===== config.mk =====
export PLATFORM = sky130hd
export DESIGN_NAME = rcms_top
export DESIGN_NICKNAME = d
export VERILOG_FILES = /design/src/rcms_pkg.sv /design/src/rcms_serial_slave.sv /design/src/rcms_top.sv
export SDC_FILE = /design/constraint.sdc
export NUM_CORES = 1
export LEC_CHECK = 0
export BUFFER_PORTS_ARGS = -buffer_cell sky130_fd_sc_hd__buf_2
export CORE_UTILIZATION = 40
export CTS_BUF_LIST = sky130_fd_sc_hd__clkbuf_4
export CTS_CLUSTER_SIZE = 16
export DETAILED_ROUTE_END_ITERATION = 7
export GPL_TIMING_DRIVEN = 0
export PLACE_DENSITY = 0.68
export SLEW_MARGIN = 30
export SYNTH_ARGS = -nofsm -noshare
export SYNTH_HDL_FRONTEND = slang
export SYNTH_SLANG_ARGS = --single-unit

===== constraint.sdc =====
create_clock -name core_clk -period 4 [get_ports core_clk]
set_clock_uncertainty 0.1 [all_clocks]
set_input_delay 0.8 -clock core_clk [delete_from_list [all_inputs] [get_ports core_clk]]
set_output_delay 0.8 -clock core_clk [all_outputs]
set_load 0.05 [all_outputs]

===== src/rcms_pkg.sv =====
// constants shared by the receiver control and mode-select logic
// assumes a single 10 MHz core clock and an active-low async reset
// What this block does
// - interface pin high selects serial control mode
// - device select low ignores bus, keeps config
// - answer only address 1010000, any direction
// - source-select bits reset to pin control
// - rate pins decode to eight preset rates
// - power-on reset restores all register defaults
// - auto bandwidth, max at start, field overrides
// - one limiter active, other sleeps, one routed
// - channel pin high picks channel one
// - source bit set uses register channel bit
// - demux ratio from pins or register
// - line loopback only while its enable low
// - diagnostic loopback only while enable low
// - dual limiter bit keeps both awake
package rcms_pkg;
    // bus address of the device
    localparam logic [6:0] RCMS_DEV_ADDR = 7'h50;
    // register offsets
    localparam logic [7:0] RCMS_OFS_LIMCFG = 8'hc2;
    localparam logic [7:0] RCMS_OFS_DMXCFG = 8'hc3;
    // reset values: pin control, automatic bandwidth, no dual limiter
    localparam logic [7:0] RCMS_RST_LIMCFG = 8'h00;
    localparam logic [7:0] RCMS_RST_DMXCFG = 8'h00;
    // limiter_config field positions
    localparam int RCMS_LIM_CHSRC = 7;
    localparam int RCMS_LIM_CHSEL = 6;
    localparam int RCMS_LIM_DUAL = 5;
    localparam int RCMS_LIM_BWOVR = 4;
    localparam int RCMS_LIM_BW_HI = 3;
    localparam int RCMS_LIM_BW_LO = 0;
    // demux_config field positions
    localparam int RCMS_DMX_SRC = 7;
    localparam int RCMS_DMX_R_HI = 1;
    localparam int RCMS_DMX_R_LO = 0;
    // bandwidth code for maximum bandwidth
    localparam logic [3:0] RCMS_BW_MAX = 4'hf;
    // demux ratio codes
    typedef enum logic [1:0] {
        RCMS_DMX_16 = 2'h0,
        RCMS_DMX_10 = 2'h1,
        RCMS_DMX_8 = 2'h2,
        RCMS_DMX_4 = 2'h3
    } rcms_ratio_t;
    // preset rate codes, index of rate pins
    typedef enum logic [2:0] {
        RCMS_R155 = 3'h0,
        RCMS_R622 = 3'h1,
        RCMS_R2488 = 3'h2,
        RCMS_R2666 = 3'h3,
        RCMS_R1250 = 3'h4,
        RCMS_R3125 = 3'h5,
        RCMS_R1062 = 3'h6,
        RCMS_R2125 = 3'h7
    } rcms_rate_t;
    // automatic bandwidth code per preset rate
    function automatic logic [3:0] rcms_auto_bw(input logic [2:0] rate);
        unique case (rate)
            3'h0: rcms_auto_bw = 4'h2;
            3'h1: rcms_auto_bw = 4'h6;
            3'h6: rcms_auto_bw = 4'ha;
            3'h4: rcms_auto_bw = 4'hb;
            3'h7: rcms_auto_bw = 4'hd;
            3'h2: rcms_auto_bw = 4'he;
            default: rcms_auto_bw = RCMS_BW_MAX;
        endcase
    endfunction
endpackage


===== src/rcms_serial_slave.sv =====
// two-wire serial slave with byte register read and write
// assumes scl and sda already synchronised to core_clk
`timescale 1ns/1ns
`default_nettype none
module rcms_serial_slave
    import rcms_pkg::*;
(
    input wire logic core_clk,
    input wire logic rstn,
    input wire logic enable,
    input wire logic scl,
    input wire logic sda,
    output logic sda_oe,
    output logic wr_stb,
    output logic [7:0] wr_addr,
    output logic [7:0] wr_data,
    output logic [7:0] rd_addr,
    input wire logic [7:0] rd_data
);
    typedef enum {ST_IDLE, ST_DEV, ST_DACK, ST_REG, ST_RACK, ST_WDAT, ST_WACK,
                  ST_RDAT, ST_RACKM} rcms_sst_t;
    rcms_sst_t state;
    logic scl_q, sda_q;          // previous samples
    logic [7:0] shreg;           // shift register
    logic [3:0] bitcnt;          // bits in current byte
    logic rnw;                   // read transfer
    logic [7:0] ptr;             // register pointer
    logic ack_drv;               // pulls sda low
    wire scl_rise = scl & ~scl_q;
    wire scl_fall = ~scl & scl_q;
    wire start_c = enable & scl & scl_q & sda_q & ~sda;
    wire stop_c = enable & scl & scl_q & ~sda_q & sda;
    wire [7:0] byte_in = {shreg[6:0], sda};
    assign rd_addr = ptr;
    assign wr_addr = ptr;
    assign sda_oe = ack_drv;
    ////////////////////////////////////////////////////////////////////
    // protocol engine
    always_ff @(posedge core_clk or negedge rstn) begin
        if (!rstn) begin
            state <= ST_IDLE;
            scl_q <= 1'b1;
            sda_q <= 1'b1;
            shreg <= 8'h00;
            bitcnt <= 4'h0;
            rnw <= 1'b0;
            ptr <= 8'h00;
            ack_drv <= 1'b0;
            wr_stb <= 1'b0;
            wr_data <= 8'h00;
        end else begin
            scl_q <= scl;
            sda_q <= sda;
            wr_stb <= 1'b0;
            if (!enable || stop_c) begin
                // deselect aborts, config kept
                state <= ST_IDLE;
                ack_drv <= 1'b0;
            end else if (start_c) begin
                state <= ST_DEV;
                bitcnt <= 4'h0;
                ack_drv <= 1'b0;
            end else if (scl_rise && bitcnt != 4'h8) begin
                // msb first sampling
                shreg <= byte_in;
                bitcnt <= bitcnt + 4'h1;
            end else if (scl_fall) begin
                unique case (state)
                    ST_IDLE: ;
                    ST_DEV: if (bitcnt == 4'h8) begin
                        // address match, r/w bit free
                        if (shreg[7:1] == RCMS_DEV_ADDR) begin
                            rnw <= shreg[0];
                            ack_drv <= 1'b1;
                            state <= ST_DACK;
                        end else begin
                            state <= ST_IDLE;
                        end
                    end
                    ST_DACK: begin
                        bitcnt <= 4'h0;
                        if (rnw) begin
                            shreg <= rd_data;
                            ack_drv <= ~rd_data[7];
                            state <= ST_RDAT;
                        end else begin
                            ack_drv <= 1'b0;
                            state <= ST_REG;
                        end
                    end
                    ST_REG: if (bitcnt == 4'h8) begin
                        ptr <= shreg;
                        ack_drv <= 1'b1;
                        state <= ST_RACK;
                    end
                    ST_RACK, ST_WACK: begin
                        ack_drv <= 1'b0;
                        bitcnt <= 4'h0;
                        state <= ST_WDAT;
                    end
                    ST_WDAT: if (bitcnt == 4'h8) begin
                        wr_data <= shreg;
                        wr_stb <= 1'b1;
                        ack_drv <= 1'b1;
                        state <= ST_WACK;
                    end
                    ST_RDAT: if (bitcnt == 4'h8) begin
                        ack_drv <= 1'b0;
                        ptr <= ptr + 8'h01;
                        state <= ST_RACKM;
                    end else begin
                        // next bit out, msb first; every scl rise has
                        // shifted once, so the next bit is always at the top
                        ack_drv <= ~shreg[7];
                    end
                    ST_RACKM: if (!sda) begin
                        shreg <= rd_data;
                        bitcnt <= 4'h0;
                        ack_drv <= ~rd_data[7];
                        state <= ST_RDAT;
                    end else begin
                        state <= ST_IDLE;
                    end
                    default: state <= ST_IDLE;
                endcase
                if (state == ST_WACK) ptr <= ptr + 8'h01;
            end
        end
    end
    // no write strobe while deselected
    a_strobe_enabled: assert property (@(posedge core_clk) disable iff (!rstn)
        wr_stb |-> $past(enable)) else $error("write while deselected");
endmodule
`default_nettype wire


===== src/rcms_top.sv =====
// receiver control: mode, channel, limiter, demux and loopback selection
// assumes pins are asynchronous and synchronised here
`timescale 1ns/1ns
`default_nettype none
module rcms_top
    import rcms_pkg::*;
(
    input wire logic core_clk,
    input wire logic rstn,
    input wire logic interface_select_pin,
    input wire logic cs_rate_select_0,
    input wire logic sda_rate_select_1_in,
    output logic sda_rate_select_1_out,
    output logic sda_rate_select_1_oe,
    input wire logic scl_rate_select_2,
    input wire logic channel_select,
    input wire logic ratio_pin_0,
    input wire logic ratio_pin_1,
    input wire logic line_loopback_enable_n,
    input wire logic diag_loopback_enable_n,
    output logic serial_mode,
    output logic [2:0] rate_code,
    output logic channel1_route,
    output logic limiter1_awake,
    output logic limiter2_awake,
    output logic [3:0] limiter_bandwidth,
    output logic [1:0] demux_ratio,
    output logic line_loopback_on,
    output logic diag_loopback_on
);
    ////////////////////////////////////////////////////////////////////
    // pin synchronisers, two flops each
    localparam int NS = 9;
    logic [NS-1:0] s1, s2;
    wire [NS-1:0] raw = {interface_select_pin, cs_rate_select_0, sda_rate_select_1_in,
                         scl_rate_select_2, channel_select, ratio_pin_1, ratio_pin_0,
                         line_loopback_enable_n, diag_loopback_enable_n};
    always_ff @(posedge core_clk or negedge rstn) begin
        if (!rstn) begin
            s1 <= '1;
            s2 <= '1;
        end else begin
            s1 <= raw;
            s2 <= s1;
        end
    end
    wire ui_s = s2[8];
    wire cs_s = s2[7];
    wire sda_s = s2[6];
    wire scl_s = s2[5];
    wire chsel_s = s2[4];
    wire [1:0] rpin_s = s2[3:2];
    wire lle_n_s = s2[1];
    wire dle_n_s = s2[0];
    ////////////////////////////////////////////////////////////////////
    // mode selection: high or open pin gives serial control
    wire bus_en = ui_s & cs_s;
    ////////////////////////////////////////////////////////////////////
    // configuration registers
    logic [7:0] limiter_config; // channel source, channel, dual, bw
    logic [7:0] demux_config;   // ratio source, ratio
    logic wr_stb;
    logic [7:0] wr_addr, wr_data, rd_addr, rd_data;
    rcms_serial_slave u_slave (
        .core_clk(core_clk),
        .rstn(rstn),
        .enable(bus_en),
        .scl(scl_s),
        .sda(sda_s),
        .sda_oe(sda_rate_select_1_oe),
        .wr_stb(wr_stb),
        .wr_addr(wr_addr),
        .wr_data(wr_data),
        .rd_addr(rd_addr),
        .rd_data(rd_data)
    );
    assign sda_rate_select_1_out = 1'b0;
    // register read mux, unmapped read as zero
    assign rd_data = (rd_addr == RCMS_OFS_LIMCFG) ? limiter_config :
                     (rd_addr == RCMS_OFS_DMXCFG) ? demux_config : 8'h00;
    // reset restores defaults whatever mode
    always_ff @(posedge core_clk or negedge rstn) begin
        if (!rstn) begin
            limiter_config <= RCMS_RST_LIMCFG;
            demux_config <= RCMS_RST_DMXCFG;
        end else if (wr_stb && ui_s) begin
            if (wr_addr == RCMS_OFS_LIMCFG) limiter_config <= wr_data;
            if (wr_addr == RCMS_OFS_DMXCFG) demux_config <= wr_data;
        end
    end
    // in preset mode the registers read as defaults
    wire [7:0] lim_eff = ui_s ? limiter_config : RCMS_RST_LIMCFG;
    wire [7:0] dmx_eff = ui_s ? demux_config : RCMS_RST_DMXCFG;
    ////////////////////////////////////////////////////////////////////
    // rate decode from pins in preset mode
    wire [2:0] rate_pins = {scl_s, sda_s, cs_s};
    // channel choice
    wire ch_src = lim_eff[RCMS_LIM_CHSRC];
    wire next_ch1 = ch_src ? lim_eff[RCMS_LIM_CHSEL] : chsel_s;
    wire dual = lim_eff[RCMS_LIM_DUAL];
    // bandwidth: max in serial mode, auto from rate pins in preset mode, register override
    wire [3:0] auto_bw = ui_s ? RCMS_BW_MAX : rcms_auto_bw(rate_pins);
    wire [3:0] next_bw = lim_eff[RCMS_LIM_BWOVR] ?
                         lim_eff[RCMS_LIM_BW_HI:RCMS_LIM_BW_LO] : auto_bw;
    wire [1:0] next_ratio = dmx_eff[RCMS_DMX_SRC] ?
                            dmx_eff[RCMS_DMX_R_HI:RCMS_DMX_R_LO] : rpin_s;
    ////////////////////////////////////////////////////////////////////
    // registered outputs
    always_ff @(posedge core_clk or negedge rstn) begin
        if (!rstn) begin
            serial_mode <= 1'b1;
            rate_code <= 3'h0;
            channel1_route <= 1'b1;
            limiter1_awake <= 1'b1;
            limiter2_awake <= 1'b0;
            limiter_bandwidth <= RCMS_BW_MAX;
            demux_ratio <= 2'h0;
            line_loopback_on <= 1'b0;
            diag_loopback_on <= 1'b0;
        end else begin
            serial_mode <= ui_s;
            rate_code <= ui_s ? rate_code : rate_pins;
            channel1_route <= next_ch1;
            limiter1_awake <= next_ch1 | dual;
            limiter2_awake <= ~next_ch1 | dual;
            limiter_bandwidth <= next_bw;
            demux_ratio <= next_ratio;
            line_loopback_on <= ~lle_n_s;
            diag_loopback_on <= ~dle_n_s;
        end
    end
    ////////////////////////////////////////////////////////////////////
    // checks
    a_line_loop_low: assert property (@(posedge core_clk) disable iff (!rstn)
        line_loopback_on == ~$past(lle_n_s)) else $error("line loopback wrong");
    a_diag_loop_low: assert property (@(posedge core_clk) disable iff (!rstn)
        diag_loopback_on == ~$past(dle_n_s)) else $error("diag loopback wrong");
    a_one_limiter: assert property (@(posedge core_clk) disable iff (!rstn)
        !$past(dual) |-> (limiter1_awake ^ limiter2_awake)) else $error("limiters");
    a_dual_both: assert property (@(posedge core_clk) disable iff (!rstn)
        $past(dual) |-> (limiter1_awake && limiter2_awake)) else $error("dual");
    a_pin_channel: assert property (@(posedge core_clk) disable iff (!rstn)
        !$past(ch_src) |-> channel1_route == $past(chsel_s)) else $error("pin ch");
    a_reg_channel: assert property (@(posedge core_clk) disable iff (!rstn)
        $past(ch_src) |-> channel1_route == $past(lim_eff[6])) else $error("reg ch");
    a_preset_keep: assert property (@(posedge core_clk) disable iff (!rstn)
        !ui_s |=> $stable(limiter_config)) else $error("preset write");
    a_preset_rate: assert property (@(posedge core_clk) disable iff (!rstn)
        !$past(ui_s) |-> rate_code == $past(rate_pins)) else $error("rate");
endmodule
`default_nettype wire


==> flow_summary_export.csv <==
group,metric,value,unit
outcome,status,"complete, no violations",
final_layout,final_common_cell,"dfrtp_1",
timing,final-hold-violation-count,0,
power_and_ir_drop,pwr-share-clk,0.315,
synth,synth-main-ff-cell,"dfrtp_1",
clock_tree,cts_root_buf,"clkbuf_4",
clock_tree,cts_hold_buf,0,
job,cap_violations,0,
power_and_ir_drop,sw_frac_of_total,0.2863,
final_layout,layout_common_cells,"dfrtp_1 (59), nand2_1 (35), buf_2 (31)",
floorplan,dieArea,9944,um^2
clock_tree,cts-resized-gates,0,
timing,fin_crit,2504,ps
final_layout,nets,391,
final_layout,drive_gt1_frac,0.2992,
power_and_ir_drop,intPower,0.001187,W
placed_design,dp_hpwl,5632,um
timing,rsz0062_at_grt,"no",
floorplan,start_util,0.4134,
timing,finalMaxSlewViolations,0,
grt,grt.total_usage,0.1710,
power_and_ir_drop,p_leak,1.976,nW
power_and_ir_drop,p_seq_frac,0.588,
worst_setup_path,worstSetupPathType,"reg2reg",
route,num_vias,2728,
route,ant_nets,0,
power_and_ir_drop,p_per_area,387.4,nW/um^2
power_and_ir_drop,ir_worst_vdd,0.0002509,V
floorplan,row_count,35,
clock_tree,postCtsSetupBuffers,0,
clock_tree,cts_buffers,9,
floorplan,die_y,99.72,um
worst_setup_path,worstSetupStartpoint,"s2[8]$_DFF_PN1_",
route,wl_per_cell,15.54,um
synth,syn_avg_cell_area,11.30,um^2
final_layout,area_growth,12.38,%
worst_setup_path,critPathLaunchType,"flop",
grt,grt_pass1_wl,12970,um
power_and_ir_drop,power_switching,0.0004761,W
synth,synth_top_area_frac,0.3865,
route,drc,0,
clock_tree,clock-sinks,86,
grt,grt_pass1_vias,2600,
worst_setup_path,crit_required,4220,ps
floorplan,io_pins,28,
synth,yosysWarnings,0,
grt,grt-ovfl-total,0,
synth,syn-cell-area,3820,um^2
synth,ys_ff_latch,86,
synth,synth_area_leaders,"dfrtp_1 (39%), dfstp_2 (19%), mux2_2 (8.5%), nand2_1 (3.4%), o21ai_0 (2.5%)",
clock_tree,cts_tree,"built",
route,drt-initial-drc-count,171,
final_layout,antenna_cells,0,
timing,fin_setup_tns,0,ps
synth,synth_edf_count,0,
clock_tree,cts_max_level,3,
timing,max_slew.worst_pin.slew,783.6,ps
clock_tree,clock_latency,450,ps
worst_setup_path,endpoint_kind,"flop",
synth,yosys.area.top_type,"dfrtp_1",
worst_setup_path,reg2reg_depth,5,
timing,slew_headroom,0.4641,
worst_setup_path,cp.arrival,2720,ps
placed_design,gp_congestion,0.8600,
worst_setup_path,reg2reg_from,"s2[8]$_DFF_PN1_",
floorplan,dieWidth,99.72,um
floorplan,core_area,9240,um^2
power_and_ir_drop,power.total,0.001663,W
synth,synth_fp_nets,353,
route,routed_wl,7925,um
synth,async_flop_share,1.000,
placed_design,io_buffers,26,
timing,holdWs,92.18,ps
clock_tree,clkSlewWorstSetupHoldPaths,150,ps
synth,ys_seq_area_frac,0.5722,
clock_tree,clock_path_buffers,2,
grt,grt_max_degree,60,
timing,fin_crit_sh,0.6261,
route,dr.pass1.iters,4,
power_and_ir_drop,combPwrFrac,0.098,
synth,synthDistinctLibCells,51,
worst_setup_path,crit_fanout,9,
grt,antenna_found_initial,0,
timing,setup_viol,0,
timing,fmax,0.3993,GHz
synth,synth_cells,338,
route,drt-vias-per-instance,5.349,
hold_path,worstHoldPathType,"in2async",
==> metal layers <==
metal | part of all wire | track usage
met5 | 0 | 0
met4 | 0.016 | 0.06900
met2 | 0.49 | 0.2796
met3 | 0.031 | 0.03022
met1 | 0.46 | 0.2256
==> worst max-delay path, stage by stage (launching register included) <==
cell and delay, ps:
dfstp_2 560, buf_2 220, nand2_1 150, or4_4 450
nor3_4 490, mux2_2 410
==> area by class of cell <==
class	count	area [um^2]
plain buffers	16	71.32
clock inverters	7	80.08
multi-input cells	226	1525
clock buffers	9	67.56
well taps	129	161.4
inverters	10	37.54
repair buffers	27	163.9
flip-flops and latches	86	2186
fillers	860	4947
==> cells in the mapped netlist (all sizes together) (3+ instances only) <==
| cell type | count |
|---|---|
| nand3 | 9 |
| dfstp | 27 |
| nor4 | 3 |
| nand2 | 35 |
| inv | 10 |
| ha | 4 |
| nor3 | 7 |
| a211oi | 4 |
| and3 | 3 |
| nor2b | 5 |
| clkbuf | 7 |
| nand2b | 3 |
| a21oi | 15 |
| a22oi | 5 |
| o22ai | 10 |
| nand3b | 3 |
| a31oi | 4 |
| dfrtp | 59 |
| a2bb2oi | 5 |
| o21ai | 19 |
| nor2 | 21 |
| mux2i | 4 |
| mux2 | 29 |
| a21o | 7 |
| buf | 9 |
==> flip-flops by register name, indices dropped and copies added (netlist names) <==
signal	cells
u_slave.scl_q	1
limiter1_awake	1
u_slave.rnw	1
u_slave.bitcnt	4
u_slave.state	4
u_slave.sda_oe	1
u_slave.shreg	8
limiter_bandwidth	4
u_slave.sda_q	1
channel1_route	1
s1	9
u_slave.wr_data	8
rate_code	3
line_loopback_on	1
diag_loopback_on	1
demux_config	8
demux_ratio	2
u_slave.wr_stb	1
u_slave.rd_addr	8
limiter_config	8
s2	9
limiter2_awake	1
serial_mode	1
==> per-stage QoR <==
| step | setup WS, ps | area [um^2] | cells | util |
|---|---|---|---|---|
| floorplan | 1929 | 3820 | 338 | - |
| global placement | 1383 | 4111 | 493 | 0.4450 |
| detailed placement | 1535 | 4145 | 494 | 0.4486 |
| CTS | 1500 | 4293 | 510 | 0.4646 |
| global route | 1370 | 4293 | 510 | 0.4646 |
| finish | 1496 | 4293 | 510 | 0.4646 |
==> power by group through the flow <==
stage | registers (W) | clock network (W) | logic (W)
finish | 0.000977 | 0.000523 | 0.000162
global route | 0.000985 | 0.000568 | 0.000183
CTS | 0.000976 | 0.000533 | 0.000164
global placement | 0.000988 | 0 | 0.000155
detailed placement | 0.000992 | 0 | 0.000164
floorplan | 0.00101 | 0 | 0.0000806
==> worst paths after layout <==
kind                                                       end  slack, ps
worst min-delay path                  limiter2_awake$_DFF_PN0_         90
max in group asynchronous                      s1[7]$_DFF_PN1_       3080
worst max register to register  u_slave.wr_data[3]$_DFFE_PN0P_       1500
worst min register to register                 s2[6]$_DFF_PN1_        250
worst max-delay path            u_slave.wr_data[3]$_DFFE_PN0P_       1500
min in group core_clk                          s2[6]$_DFF_PN1_        250
==> cells by family after synthesis <==
group / synth area share
flops: 0.5722
mux: 0.09597
fa+ha+maj: 0.01310
compound gates: 0.1425
buf+inv: 0.02850
simple gates: 0.1444
xor+xnor: 0.002293
other cells: 0.0009817
No activity file was read; power rests on OpenSTA's default activity.
